`config.mk`:
```
export PLATFORM = sky130hd
export DESIGN_NAME = axis_position_supervisor
export DESIGN_NICKNAME = d
export VERILOG_FILES = /design/src/hw/axis_supervisor_pkg.sv /design/src/hw/axis_check.sv /design/src/hw/axis_position_supervisor.sv /design/src/hw/label_arbiter.sv
export SDC_FILE = /design/constraint.sdc
export NUM_CORES = 2
export LEC_CHECK = 0
export BUFFER_PORTS_ARGS = -buffer_cell sky130_fd_sc_hd__buf_2
export CORE_MARGIN = 5
export CORE_UTILIZATION = 39
export CTS_CLUSTER_SIZE = 25
export DETAILED_ROUTE_END_ITERATION = 6
export MAX_ROUTING_LAYER = met4
export PLACE_DENSITY = 0.66
export SLEW_MARGIN = 20
export SYNTH_ARGS = -nofsm -noshare
export SYNTH_HDL_FRONTEND = slang
export SYNTH_SLANG_ARGS = --single-unit
```
`constraint.sdc`:
```
create_clock -name clk -period 25.2 [get_ports clk]
set_input_delay 1.26 -clock clk [delete_from_list [all_inputs] [get_ports clk]]
set_output_delay 1.26 -clock clk [all_outputs]
set_load 0.005 [all_outputs]
```
`src/hw/axis_supervisor_pkg.sv`:
```
// Shared constants, register layout and command codes of the axis supervisor
package axis_supervisor_pkg;

  // Structure
  localparam int AXES   = 4;
  localparam int POS_W  = 32;
  localparam int SPD_W  = 14;
  localparam int LIM_W  = 16;
  localparam int LBL_W  = 3;
  localparam int TASK_W = 2;
  localparam int ACC_W  = 4;
  localparam int ADDR_W = 8;
  localparam int DATA_W = 32;
  localparam int IRQ_W  = 2 * AXES;

  // Axis labels
  localparam logic [LBL_W-1:0] LABEL_X    = 3'h0;
  localparam logic [LBL_W-1:0] LABEL_Y    = 3'h1;
  localparam logic [LBL_W-1:0] LABEL_Z    = 3'h2;
  localparam logic [LBL_W-1:0] LABEL_R    = 3'h3;
  localparam logic [LBL_W-1:0] LABEL_NONE = 3'h4;

  // Address layout: addr[6:4] selects an axis block (0..3) or the global block (4)
  localparam logic [2:0] GLOBAL_BLOCK = 3'h4;
  localparam logic [3:0] FLD_LABEL    = 4'h0;
  localparam logic [3:0] FLD_INPOS    = 4'h1;
  localparam logic [3:0] FLD_OVERFLOW = 4'h2;
  localparam logic [3:0] FLD_DIR      = 4'h3;
  localparam logic [3:0] FLD_MAXSPEED = 4'h4;
  localparam logic [3:0] FLD_HOME_L   = 4'h5;
  localparam logic [3:0] FLD_HOME_M   = 4'h6;
  localparam logic [3:0] FLD_HOME_H   = 4'h7;
  localparam logic [3:0] FLD_METHOD   = 4'h8;
  localparam logic [3:0] FLD_SENSLOG  = 4'h9;
  localparam logic [3:0] FLD_TASK     = 4'ha;
  localparam logic [3:0] FLD_STATUS   = 4'hb;
  localparam logic [3:0] GLB_IRQ_STAT = 4'h0;
  localparam logic [3:0] GLB_IRQ_MASK = 4'h1;
  localparam logic [3:0] GLB_USED     = 4'h2;
  localparam logic [3:0] GLB_ACCEL    = 4'h3;

  // Values after reset; home speeds are held in tenths of mm/s
  localparam logic [LIM_W-1:0]  RST_INPOS    = 16'h0005;
  localparam logic [LIM_W-1:0]  RST_OVERFLOW = 16'h4e20;
  localparam logic [SPD_W-1:0]  RST_MAXSPEED = 14'h04b0;
  localparam logic [LIM_W-1:0]  RST_HOME_L   = 16'h0014;
  localparam logic [LIM_W-1:0]  RST_HOME_M   = 16'h00c8;
  localparam logic [LIM_W-1:0]  RST_HOME_H   = 16'h03e8;
  localparam logic [2:0]        RST_METHOD   = 3'h0;
  localparam logic              RST_DIR      = 1'b1;
  localparam logic              RST_SENSLOG  = 1'b1;
  localparam logic [AXES-1:0]   RST_USED     = 4'h1;
  localparam logic [ACC_W-1:0]  RST_ACCEL    = 4'h5;

  // Accepted ranges
  localparam logic [LIM_W-1:0] INPOS_MAX     = 16'h1964;
  localparam logic [SPD_W-1:0] MAXSPEED_MAX  = 14'h270f;
  localparam logic [LIM_W-1:0] HOME_MIN      = 16'h000a;
  localparam logic [LIM_W-1:0] HOME_LM_MAX   = 16'h09c4;
  localparam logic [LIM_W-1:0] HOME_H_MAX    = 16'h2706;
  localparam logic [LIM_W-1:0] TENTHS_DIV    = 16'h000a;
  localparam logic [2:0]       METHOD_MAX    = 3'h4;
  localparam logic [2:0]       METHOD_ALIAS  = 3'h4;

  typedef enum logic [1:0] {
    SERVO_ON_COMMAND,
    SERVO_OFF_COMMAND,
    OUTPUT_SET_COMMAND
  } command_type;

endpackage : axis_supervisor_pkg

```
`src/hw/axis_check.sv`:
```
// Per-axis in-position, overflow, direction and speed ceiling evaluation
`timescale 1ns/1ps
module axis_check
  import axis_supervisor_pkg::*;
(
  // Clock and reset
  input  wire logic                    clk,
  input  wire logic                    rstN,
  // Motion inputs
  input  wire logic signed [POS_W-1:0] targetPos,
  input  wire logic signed [POS_W-1:0] currentPos,
  input  wire logic                    cmdReached,
  input  wire logic                    moveNegative,
  input  wire logic [SPD_W-1:0]        cmdSpeed,
  // Settings
  input  wire logic                    dirSetting,
  input  wire logic [SPD_W-1:0]        maxSpeed,
  input  wire logic [LIM_W-1:0]        inPosLimit,
  input  wire logic [LIM_W-1:0]        overflowLimit,
  // Results
  output logic                         inPosition_q,
  output logic                         overflow_q,
  output logic                         motorCcw_q,
  output logic [SPD_W-1:0]             speedOut_q
);

  logic [POS_W:0] diff;
  logic [POS_W:0] mag;
  logic           nearTarget;
  logic           beyondLimit;

  assign diff        = {targetPos[POS_W-1], targetPos} - {currentPos[POS_W-1], currentPos};
  assign mag         = diff[POS_W] ? (~diff + 33'h1) : diff;
  assign nearTarget  = mag < {17'h0, inPosLimit};
  assign beyondLimit = mag > {17'h0, overflowLimit};

  always_ff @(posedge clk or negedge rstN) begin
    if (!rstN) begin
      inPosition_q <= 1'b0;
      overflow_q   <= 1'b0;
      motorCcw_q   <= 1'b0;
      speedOut_q   <= '0;
    end else begin
      // A large threshold alone never completes a move
      inPosition_q <= cmdReached && nearTarget;
      overflow_q   <= beyondLimit;
      motorCcw_q   <= moveNegative ^ dirSetting;
      speedOut_q   <= (cmdSpeed > maxSpeed) ? maxSpeed : cmdSpeed;
    end
  end
endmodule : axis_check

```
`src/hw/axis_position_supervisor.sv`:
```
// Top of the four-axis positioning supervisor with its register port
// What this block does
// - Positioning completes only when target reached and deflection below threshold.
// - Overflow error when deflection exceeds the configured limit, 1 to 65535 pulses.
// - Direction 0 rotates clockwise for positive moves, 1 counterclockwise.
// - Every commanded speed is capped by the per-axis maximum, 1 to 9999.
// - Three home speeds per axis; low and medium to 250.0, high to 999.0.
// - Home speeds drop their fractional part before use.
// - High-speed homing uses the last selected acceleration table, entry 5 by default.
// - Method codes 0 to 4 accepted; code 4 behaves as code 0.
// - Sensor polarity 1 means low output detects origin; 0 means high detects.
// - Unused axes always show the question-mark label.
// - Duplicate labels in a task route servo and output commands to lowest station.
`timescale 1ns/1ps
module axis_position_supervisor
  import axis_supervisor_pkg::*;
(
  // Clock and reset
  input  wire logic                         clk,
  input  wire logic                         reset_n,
  // Register port
  input  wire logic [ADDR_W-1:0]            regAddr,
  input  wire logic [DATA_W-1:0]            regWrData,
  input  wire logic                         regWr,
  input  wire logic                         regRd,
  output logic [DATA_W-1:0]                 regRdData_q,
  // Motion from the sequencer
  input  wire logic [AXES-1:0][POS_W-1:0]   targetPos,
  input  wire logic [AXES-1:0][POS_W-1:0]   currentPos,
  input  wire logic [AXES-1:0]              cmdReached,
  input  wire logic [AXES-1:0]              moveNegative,
  input  wire logic [AXES-1:0][SPD_W-1:0]   cmdSpeed,
  // Axis commands
  input  wire logic                         cmdValid,
  input  wire command_type                  cmdKind,
  input  wire logic [LBL_W-1:0]             cmdLabel,
  input  wire logic [TASK_W-1:0]            cmdTask,
  input  wire logic                         accelTableSelectCommand,
  input  wire logic [ACC_W-1:0]             accelTableIndex,
  // Origin sensors (pins)
  input  wire logic [AXES-1:0]              originSensor,
  // Axis results
  output logic [AXES-1:0]                   inPosition,
  output logic [AXES-1:0]                   overflowErr,
  output logic [AXES-1:0]                   motorCcw,
  output logic [AXES-1:0][SPD_W-1:0]        speedOut,
  output logic [AXES-1:0]                   originDetected_q,
  output logic [AXES-1:0][LBL_W-1:0]        displayLabel_q,
  output logic [AXES-1:0][2:0]              homeMethod_q,
  output logic [AXES-1:0][SPD_W-1:0]        homeSpeedLow_q,
  output logic [AXES-1:0][SPD_W-1:0]        homeSpeedMed_q,
  output logic [AXES-1:0][SPD_W-1:0]        homeSpeedHigh_q,
  output logic [ACC_W-1:0]                  homeAccelIndex_q,
  // Routed commands, one-hot pulses
  output logic [AXES-1:0]                   servoOnCommand_q,
  output logic [AXES-1:0]                   servoOffCommand_q,
  output logic [AXES-1:0]                   outputSetCommand_q,
  // Interrupt
  output logic                              irq
);

  logic                           rstMeta_q;
  logic                           rstN;
  logic [AXES-1:0]                originMeta_q;
  logic [AXES-1:0]                originSync_q;
  logic [AXES-1:0][LBL_W-1:0]     label_q;
  logic [AXES-1:0][LIM_W-1:0]     inPosLimit_q;
  logic [AXES-1:0][LIM_W-1:0]     overflowLimit_q;
  logic [AXES-1:0]                dir_q;
  logic [AXES-1:0][SPD_W-1:0]     maxSpeed_q;
  logic [AXES-1:0][2:0][LIM_W-1:0] homeTenths_q;
  logic [AXES-1:0][2:0]           method_q;
  logic [AXES-1:0]                sensLogic_q;
  logic [AXES-1:0][TASK_W-1:0]    task_q;
  logic [AXES-1:0]                used_q;
  logic [IRQ_W-1:0]               irqStatus_q;
  logic [IRQ_W-1:0]               irqMask_q;
  logic [AXES-1:0]                inPosPrev_q;
  logic [AXES-1:0]                overflowPrev_q;
  logic [IRQ_W-1:0]               irqEvents;
  logic [AXES-1:0]                routeHit;
  logic [AXES-1:0][LBL_W-1:0]     effLabel;
  logic [2:0]                     blockSel;
  logic [3:0]                     fieldSel;
  logic [1:0]                     axisSel;
  logic                           axisWr;
  logic                           globalWr;
  logic                           statusRd;
  logic [LIM_W-1:0]               wrLow;

  assign blockSel = regAddr[6:4];
  assign fieldSel = regAddr[3:0];
  assign axisSel  = regAddr[5:4];
  assign axisWr   = regWr && !regAddr[7] && blockSel < GLOBAL_BLOCK;
  assign globalWr = regWr && !regAddr[7] && blockSel == GLOBAL_BLOCK;
  assign statusRd = regRd && !regAddr[7] && blockSel == GLOBAL_BLOCK && fieldSel == GLB_IRQ_STAT;
  assign wrLow    = regWrData[LIM_W-1:0];

  // Reset release is synchronised; assertion stays asynchronous
  always_ff @(posedge clk or negedge reset_n) begin
    if (!reset_n) begin
      rstMeta_q <= 1'b0;
      rstN      <= 1'b0;
    end else begin
      rstMeta_q <= 1'b1;
      rstN      <= rstMeta_q;
    end
  end

  // Sensor pins are asynchronous to clk
  always_ff @(posedge clk or negedge rstN) begin
    if (!rstN) begin
      originMeta_q <= '0;
      originSync_q <= '0;
    end else begin
      originMeta_q <= originSensor;
      originSync_q <= originMeta_q;
    end
  end

  // Per-axis settings; out-of-range writes are dropped and the old value kept
  always_ff @(posedge clk or negedge rstN) begin
    if (!rstN) begin
      for (int i = 0; i < AXES; i++) begin
        label_q[i]         <= LABEL_NONE;
        inPosLimit_q[i]    <= RST_INPOS;
        overflowLimit_q[i] <= RST_OVERFLOW;
        dir_q[i]           <= RST_DIR;
        maxSpeed_q[i]      <= RST_MAXSPEED;
        homeTenths_q[i][0] <= RST_HOME_L;
        homeTenths_q[i][1] <= RST_HOME_M;
        homeTenths_q[i][2] <= RST_HOME_H;
        method_q[i]        <= RST_METHOD;
        sensLogic_q[i]     <= RST_SENSLOG;
        task_q[i]          <= '0;
      end
    end else if (axisWr) begin
      unique case (fieldSel)
        FLD_LABEL: begin
          if (regWrData[LBL_W-1:0] <= LABEL_NONE && regWrData[31:LBL_W] == '0) begin
            label_q[axisSel] <= regWrData[LBL_W-1:0];
          end
        end
        FLD_INPOS: begin
          if (wrLow != '0 && wrLow <= INPOS_MAX && regWrData[31:LIM_W] == '0) begin
            inPosLimit_q[axisSel] <= wrLow;
          end
        end
        FLD_OVERFLOW: begin
          if (wrLow != '0 && regWrData[31:LIM_W] == '0) begin
            overflowLimit_q[axisSel] <= wrLow;
          end
        end
        FLD_DIR: dir_q[axisSel] <= regWrData[0];
        FLD_MAXSPEED: begin
          if (regWrData[SPD_W-1:0] != '0 && regWrData[SPD_W-1:0] <= MAXSPEED_MAX
              && regWrData[31:SPD_W] == '0) begin
            maxSpeed_q[axisSel] <= regWrData[SPD_W-1:0];
          end
        end
        FLD_HOME_L, FLD_HOME_M: begin
          if (wrLow >= HOME_MIN && wrLow <= HOME_LM_MAX && regWrData[31:LIM_W] == '0) begin
            homeTenths_q[axisSel][fieldSel[1:0] - 2'h1] <= wrLow;
          end
        end
        FLD_HOME_H: begin
          if (wrLow >= HOME_MIN && wrLow <= HOME_H_MAX && regWrData[31:LIM_W] == '0) begin
            homeTenths_q[axisSel][2] <= wrLow;
          end
        end
        FLD_METHOD: begin
          if (regWrData[2:0] <= METHOD_MAX && regWrData[31:3] == '0) begin
            method_q[axisSel] <= regWrData[2:0];
          end
        end
        FLD_SENSLOG: sensLogic_q[axisSel] <= regWrData[0];
        FLD_TASK:    task_q[axisSel]      <= regWrData[TASK_W-1:0];
        default: ;
      endcase
    end
  end

  // Global control: used-axis mask and interrupt mask
  always_ff @(posedge clk or negedge rstN) begin
    if (!rstN) begin
      used_q    <= RST_USED;
      irqMask_q <= '0;
    end else if (globalWr) begin
      if (fieldSel == GLB_USED) begin
        used_q <= regWrData[AXES-1:0];
      end
      if (fieldSel == GLB_IRQ_MASK) begin
        irqMask_q <= regWrData[IRQ_W-1:0];
      end
    end
  end

  // Last executed table select, entry 5 until one arrives
  always_ff @(posedge clk or negedge rstN) begin
    if (!rstN) begin
      homeAccelIndex_q <= RST_ACCEL;
    end else if (accelTableSelectCommand) begin
      homeAccelIndex_q <= accelTableIndex;
    end
  end

  genvar g;
  generate
    for (g = 0; g < AXES; g++) begin : gAxis
      axis_check uCheck (
        .clk          (clk),
        .rstN         (rstN),
        .targetPos    (targetPos[g]),
        .currentPos   (currentPos[g]),
        .cmdReached   (cmdReached[g]),
        .moveNegative (moveNegative[g]),
        .cmdSpeed     (cmdSpeed[g]),
        .dirSetting   (dir_q[g]),
        .maxSpeed     (maxSpeed_q[g]),
        .inPosLimit   (inPosLimit_q[g]),
        .overflowLimit(overflowLimit_q[g]),
        .inPosition_q (inPosition[g]),
        .overflow_q   (overflowErr[g]),
        .motorCcw_q   (motorCcw[g]),
        .speedOut_q   (speedOut[g])
      );
      assign effLabel[g] = used_q[g] ? label_q[g] : LABEL_NONE;
    end
  endgenerate

  // Derived per-axis outputs; homing speeds are not held under the ceiling
  always_ff @(posedge clk or negedge rstN) begin
    if (!rstN) begin
      originDetected_q <= '0;
      displayLabel_q   <= {AXES{LABEL_NONE}};
      homeMethod_q     <= '0;
      homeSpeedLow_q   <= '0;
      homeSpeedMed_q   <= '0;
      homeSpeedHigh_q  <= '0;
    end else begin
      for (int i = 0; i < AXES; i++) begin
        originDetected_q[i] <= originSync_q[i] ^ sensLogic_q[i];
        displayLabel_q[i]   <= effLabel[i];
        homeMethod_q[i]     <= (method_q[i] == METHOD_ALIAS) ? 3'h0 : method_q[i];
        homeSpeedLow_q[i]   <= SPD_W'(homeTenths_q[i][0] / TENTHS_DIV);
        homeSpeedMed_q[i]   <= SPD_W'(homeTenths_q[i][1] / TENTHS_DIV);
        homeSpeedHigh_q[i]  <= SPD_W'(homeTenths_q[i][2] / TENTHS_DIV);
      end
    end
  end

  label_arbiter uArbiter (
    .labels  (effLabel),
    .tasks   (task_q),
    .cmdLabel(cmdLabel),
    .cmdTask (cmdTask),
    .hit     (routeHit)
  );

  always_ff @(posedge clk or negedge rstN) begin
    if (!rstN) begin
      servoOnCommand_q   <= '0;
      servoOffCommand_q  <= '0;
      outputSetCommand_q <= '0;
    end else begin
      servoOnCommand_q   <= (cmdValid && cmdKind == SERVO_ON_COMMAND) ? routeHit : '0;
      servoOffCommand_q  <= (cmdValid && cmdKind == SERVO_OFF_COMMAND) ? routeHit : '0;
      outputSetCommand_q <= (cmdValid && cmdKind == OUTPUT_SET_COMMAND) ? routeHit : '0;
    end
  end

  // Events: overflow rising in the high half, in-position rising in the low half
  assign irqEvents = {overflowErr & ~overflowPrev_q, inPosition & ~inPosPrev_q};
  assign irq       = |(irqStatus_q & irqMask_q);

  // A set in the same cycle as the clearing read survives
  always_ff @(posedge clk or negedge rstN) begin
    if (!rstN) begin
      inPosPrev_q    <= '0;
      overflowPrev_q <= '0;
      irqStatus_q    <= '0;
    end else begin
      inPosPrev_q    <= inPosition;
      overflowPrev_q <= overflowErr;
      irqStatus_q    <= (statusRd ? '0 : irqStatus_q) | irqEvents;
    end
  end

  // Read data one cycle after the strobe; unmapped reads return zero
  always_ff @(posedge clk or negedge rstN) begin
    if (!rstN) begin
      regRdData_q <= '0;
    end else begin
      regRdData_q <= '0;
      if (regRd && !regAddr[7] && blockSel < GLOBAL_BLOCK) begin
        unique case (fieldSel)
          FLD_LABEL:    regRdData_q <= DATA_W'(label_q[axisSel]);
          FLD_INPOS:    regRdData_q <= DATA_W'(inPosLimit_q[axisSel]);
          FLD_OVERFLOW: regRdData_q <= DATA_W'(overflowLimit_q[axisSel]);
          FLD_DIR:      regRdData_q <= DATA_W'(dir_q[axisSel]);
          FLD_MAXSPEED: regRdData_q <= DATA_W'(maxSpeed_q[axisSel]);
          FLD_HOME_L:   regRdData_q <= DATA_W'(homeTenths_q[axisSel][0]);
          FLD_HOME_M:   regRdData_q <= DATA_W'(homeTenths_q[axisSel][1]);
          FLD_HOME_H:   regRdData_q <= DATA_W'(homeTenths_q[axisSel][2]);
          FLD_METHOD:   regRdData_q <= DATA_W'(method_q[axisSel]);
          FLD_SENSLOG:  regRdData_q <= DATA_W'(sensLogic_q[axisSel]);
          FLD_TASK:     regRdData_q <= DATA_W'(task_q[axisSel]);
          FLD_STATUS:   regRdData_q <= DATA_W'({originDetected_q[axisSel],
                                                overflowErr[axisSel], inPosition[axisSel]});
          default:      regRdData_q <= '0;
        endcase
      end else if (regRd && !regAddr[7] && blockSel == GLOBAL_BLOCK) begin
        unique case (fieldSel)
          GLB_IRQ_STAT: regRdData_q <= DATA_W'(irqStatus_q);
          GLB_IRQ_MASK: regRdData_q <= DATA_W'(irqMask_q);
          GLB_USED:     regRdData_q <= DATA_W'(used_q);
          GLB_ACCEL:    regRdData_q <= DATA_W'(homeAccelIndex_q);
          default:      regRdData_q <= '0;
        endcase
      end
    end
  end
endmodule : axis_position_supervisor

```
`src/hw/label_arbiter.sv`:
```
// Picks the lowest-station axis whose label and task match a command
`timescale 1ns/1ps
module label_arbiter
  import axis_supervisor_pkg::*;
(
  // Axis attributes
  input  wire logic [AXES-1:0][LBL_W-1:0]  labels,
  input  wire logic [AXES-1:0][TASK_W-1:0] tasks,
  // Command
  input  wire logic [LBL_W-1:0]            cmdLabel,
  input  wire logic [TASK_W-1:0]           cmdTask,
  // One-hot target
  output logic [AXES-1:0]                  hit
);

  // Scanning downward lets the lowest matching station win
  always_comb begin
    hit = '0;
    for (int i = AXES - 1; i >= 0; i--) begin
      if (labels[i] == cmdLabel && tasks[i] == cmdTask && cmdLabel != LABEL_NONE) begin
        hit = '0;
        hit[i] = 1'b1;
      end
    end
  end

endmodule : label_arbiter

```
==> impl_results.md <==
* Outcome: finished with violations
* Largest family of logic cells by synthesized area: compound AO/OA/AOI/OAI gates
* Number of CTS-inserted buffers at 82
* Tmin final at 8.26 ns
* Global-route wire length before repair at 323,000 um
* Vias/cell at 5.93
* Yosys cell types at 150
* YS warnings at 0
* Hold slack at 0.347 ns
* Area share of the largest cell type after synthesis at 0.258
* R2R cell count at 19
* Synthesized cell area at 61,200 um2
* HPWL Detailed at roughly 170,000 um
* Clk slew on worst S/H paths at roughly 0.060 ns
* Startpoint Class: primary input
* Yosys top cell by area: dfrtp_1
* Final Max Slew Viols at 0
* CP max-delay cell: a21o_1
* Static leakage at 30.1 nW
* Drt pass-1 iters at 7
* Origin of the worst min-delay path: originMeta_q[2]$_DFF_PN0_
* Most common flop cell mapped by yosys: dfrtp_1
* GRT Overall Usage at 0.260
* Cell internal pwr at roughly 2.2 mW
* Clock Latency Late Sink at 0.70 ns
* I/O pins at 694
* Mapped Cells at between 7,000 and 8,000
* Clock share of power at 0.403
* Total number of vias at 56,400
* Clk_skew at 0.0289 ns
* Power Density at roughly 46 nW/um2
* Layout Utilization at 0.438
* Total power at 3.14 mW
* Post-synthesis xor/xnor area fraction at 0.0421
* F_max at 121 MHz
* Post-synthesis sequential area ratio at 0.304
* NumNets Final at 8,058
* Measured slew at the worst slew-check pin at about 1.2 ns
* Post-Synth Simple-Gate Area at 0.174
* Routability cong. at between 0.9 and 1
* Grt ovf at 0
* EDFF count, synth at 0
* Final worst-path cycle share at 0.328
* PortBufs at 665
* CTS tree: built
* Clk root buf: clkbuf_16
* Reg2reg end: homeSpeedMed_q[14]$_DFF_PN0_
* Worst VDD drop at 0.0000449 V
* Row Count at 145
* Final Hold Vio Count at 0
* Routed len/inst at about 23 um
* Critical R2R Launch: homeTenths_q[75]$_DFFE_PN0P_
* Vias in the first global route at approximately 53,000
* RSZ-0062 raised after global routing: false
* Complex-gate fraction of the synthesized area at 0.227
* Filler cells at 15,200
* Initial Util at 0.392
* Relative slew slack at 0.181
* Slowest Stage Delay on Critical Path at 0.54 ns
* Routed WL at 217,000 um
* Placed Area at 65,500 um2
* Failing checks: design-rule violations
* Multiplexer share of the synthesized area at 0.112
* Seq cells post-synth at around 740
* Worst endpoint required time at 25.77 ns
* Final non-filler cell area at roughly 68,000 um2
* R2r setup slk at 18.38 ns
* Crit-path most repeated cell: a21oi_1
* Residual DRC count at 6
* Syn Area/Cell at 8.72 um2
* # resized after CTS at 0
* Core area at around 160,000 um2
* Largest net degree at the start of global routing at 193
* TNS Setup at 0 ns
* Worst Path Buf+Inv at 3
* Final setup fails at 0
* Area delta synth->final at 11.8%
* Post-synth ARST share at 1.00
* Most instantiated cells after synthesis: dfrtp_1, nand2_1, inv_1, o21ai_0
* Comb pwr share at 0.213
* Critical path arrival at approximately 8.8 ns
* Die width at 406 um
* Remaining antenna violation count at 0
* Hold EP: originSync_q[2]$_DFF_PN0_
* Count leader, synth: dfrtp_1
* Min-delay worst type: reg2reg
* Clk sinks at 738
* Htree depth at 3
* CP max FO at 18
* WHS Path Cells at 0
* Synth area leaders: dfrtp_1, ha_1, mux2_2
* Initial antenna violation count at 37
* Max Cap Viol at 0
* Die height at 406 um
* Switch share at 0.303
* DIE AREA at 165,000 um2
* Share of layout cells above drive strength 1 at 0.212
* Setup bufs post-CTS at 0
* Sw Pwr at 0.951 mW
* Hold bufs inserted after CTS at 0
* Adder-cell share of the synthesized area at 0.0699
* Initial DRC count at 5,256
* Clk buf depth at 3
* CP endpoint kind: flip-flop
* Kind of critical path: in2reg
* Largest delay share family, worst path: compound AO/OA/AOI/OAI gates
* Sequential share of power at 0.384
## registers in the layout, indices dropped and copies added, names as in the netlist, 8 cells and up
register	count
displayLabel_q	12
gAxis.uCheck.speedOut_q	56
homeMethod_q	12
homeSpeedHigh_q	52
homeSpeedLow_q	52
homeSpeedMed_q	52
homeTenths_q	192
inPosLimit_q	64
irqMask_q	8
irqStatus_q	8
label_q	12
maxSpeed_q	56
method_q	12
overflowLimit_q	64
regRdData_q	16
task_q	8
## how the worst max path moves through the flow
stage / endpoint / startpoint / cells past startpoint
finish: gAxis[0].uCheck.inPosition_q$_DFF_PN0_ / targetPos[0] / 38
global route: gAxis[0].uCheck.inPosition_q$_DFF_PN0_ / targetPos[0] / 38
CTS: gAxis[0].uCheck.inPosition_q$_DFF_PN0_ / targetPos[0] / 38
detailed placement: gAxis[0].uCheck.inPosition_q$_DFF_PN0_ / targetPos[0] / 38
global placement: gAxis[0].uCheck.inPosition_q$_DFF_PN0_ / targetPos[0] / 38
floorplan: displayLabel_q[0]$_DFF_PN0_ / rstN$_DFF_PN0_ / 0
## layout by cell type, fill, tap and decap left out, types with 48 or more instances in the layout
master / Yosys / final
or3_1: 55 / 55
a21oi_1: 387 / 385
a211oi_1: 69 / 69
clkbuf_16: 0 / 82
dfstp_2: 107 / 107
nor2_1: 387 / 385
a21o_1: 93 / 93
nand2_1: 557 / 557
ha_1: 312 / 312
mux2_2: 338 / 338
nand3_1: 166 / 166
nor2b_1: 101 / 101
inv_1: 532 / 532
a31oi_1: 84 / 84
o211ai_1: 91 / 91
nor4_1: 65 / 65
buf_2: 50 / 663
o21a_1: 109 / 109
nand4_1: 74 / 74
a22oi_1: 66 / 66
and2_1: 77 / 77
dfrtp_1: 631 / 630
and3_1: 52 / 52
nor3_1: 170 / 166
xor2_1: 82 / 82
mux2i_1: 50 / 50
mux4_2: 111 / 111
nand2b_1: 130 / 130
o21ai_0: 481 / 481
o31ai_1: 50 / 48
xnor2_1: 198 / 198
## power groups by stage
stage	Sequential (mW)	Clock (mW)	Combinational (mW)
3_3_place_gp	1.23	0	0.647
4_1_cts	1.21	1.29	0.667
2_1_floorplan	1.24	0	0.447
5_1_grt	1.21	1.34	0.747
6_report	1.21	1.27	0.668
3_5_place_dp	1.23	0	0.662
## cell type report
| type | count | area [um2] | share of cell area |
|---|---|---|---|
| antenna | 21 | 52.6 | 0.000769 |
| clock inverter | 42 | 523 | 0.00765 |
| inverter | 564 | 2120 | 0.0310 |
| clock buffer | 112 | 2290 | 0.0336 |
| multi-input combinational | 5260 | 38400 | 0.562 |
| timing repair buffer | 715 | 3770 | 0.0552 |
| tap | 2058 | 2570 | 0.0377 |
| sequential | 738 | 18600 | 0.272 |
## kinds of logic (layout without fill, tap and decap cells)
| group | after synthesis | in the layout |
|---|---|---|
| mux | 501 | 501 |
| fa+ha+maj | 345 | 345 |
| compound gates | 2032 | 2032 |
| other cells | 2 | 50 |
| xor+xnor | 285 | 285 |
| buf+inv | 1043 | 1433 |
| flops | 738 | 738 |
| simple gates | 2068 | 2068 |
## metal layers
metal	vias to the layer above	GRT usage	part of all wire	wire length, um
met5	-	-	0	0
met4	0	0.0956	0.042	9100
met3	348	0.0502	0.078	16900
met2	2205	0.404	0.46	99100
met1	27500	0.337	0.42	92100
li1	26400	-	-	-
## through the flow
stage / setup slack (ns) / std cells
finish: 16.94 / 9510
global route: 16.06 / 9510
CTS: 16.89 / 9488
detailed placement: 16.17 / 9334
global placement: 16.29 / 9334
floorplan: 3.29 / 7041
## worst reg2reg max path: cells and delay by family (launching register included)
family | cells | cell delay (ns)
AOI/OAI and AO/OA | 12 | 3.60
adders and majority gates | 1 | 0.37
buffers and inverters | 4 | 0.94
DFF | 1 | 0.93
muxes | 1 | 0.20
and+or+nand+nor | 1 | 0.64
(Power assumes the default switching activity.)
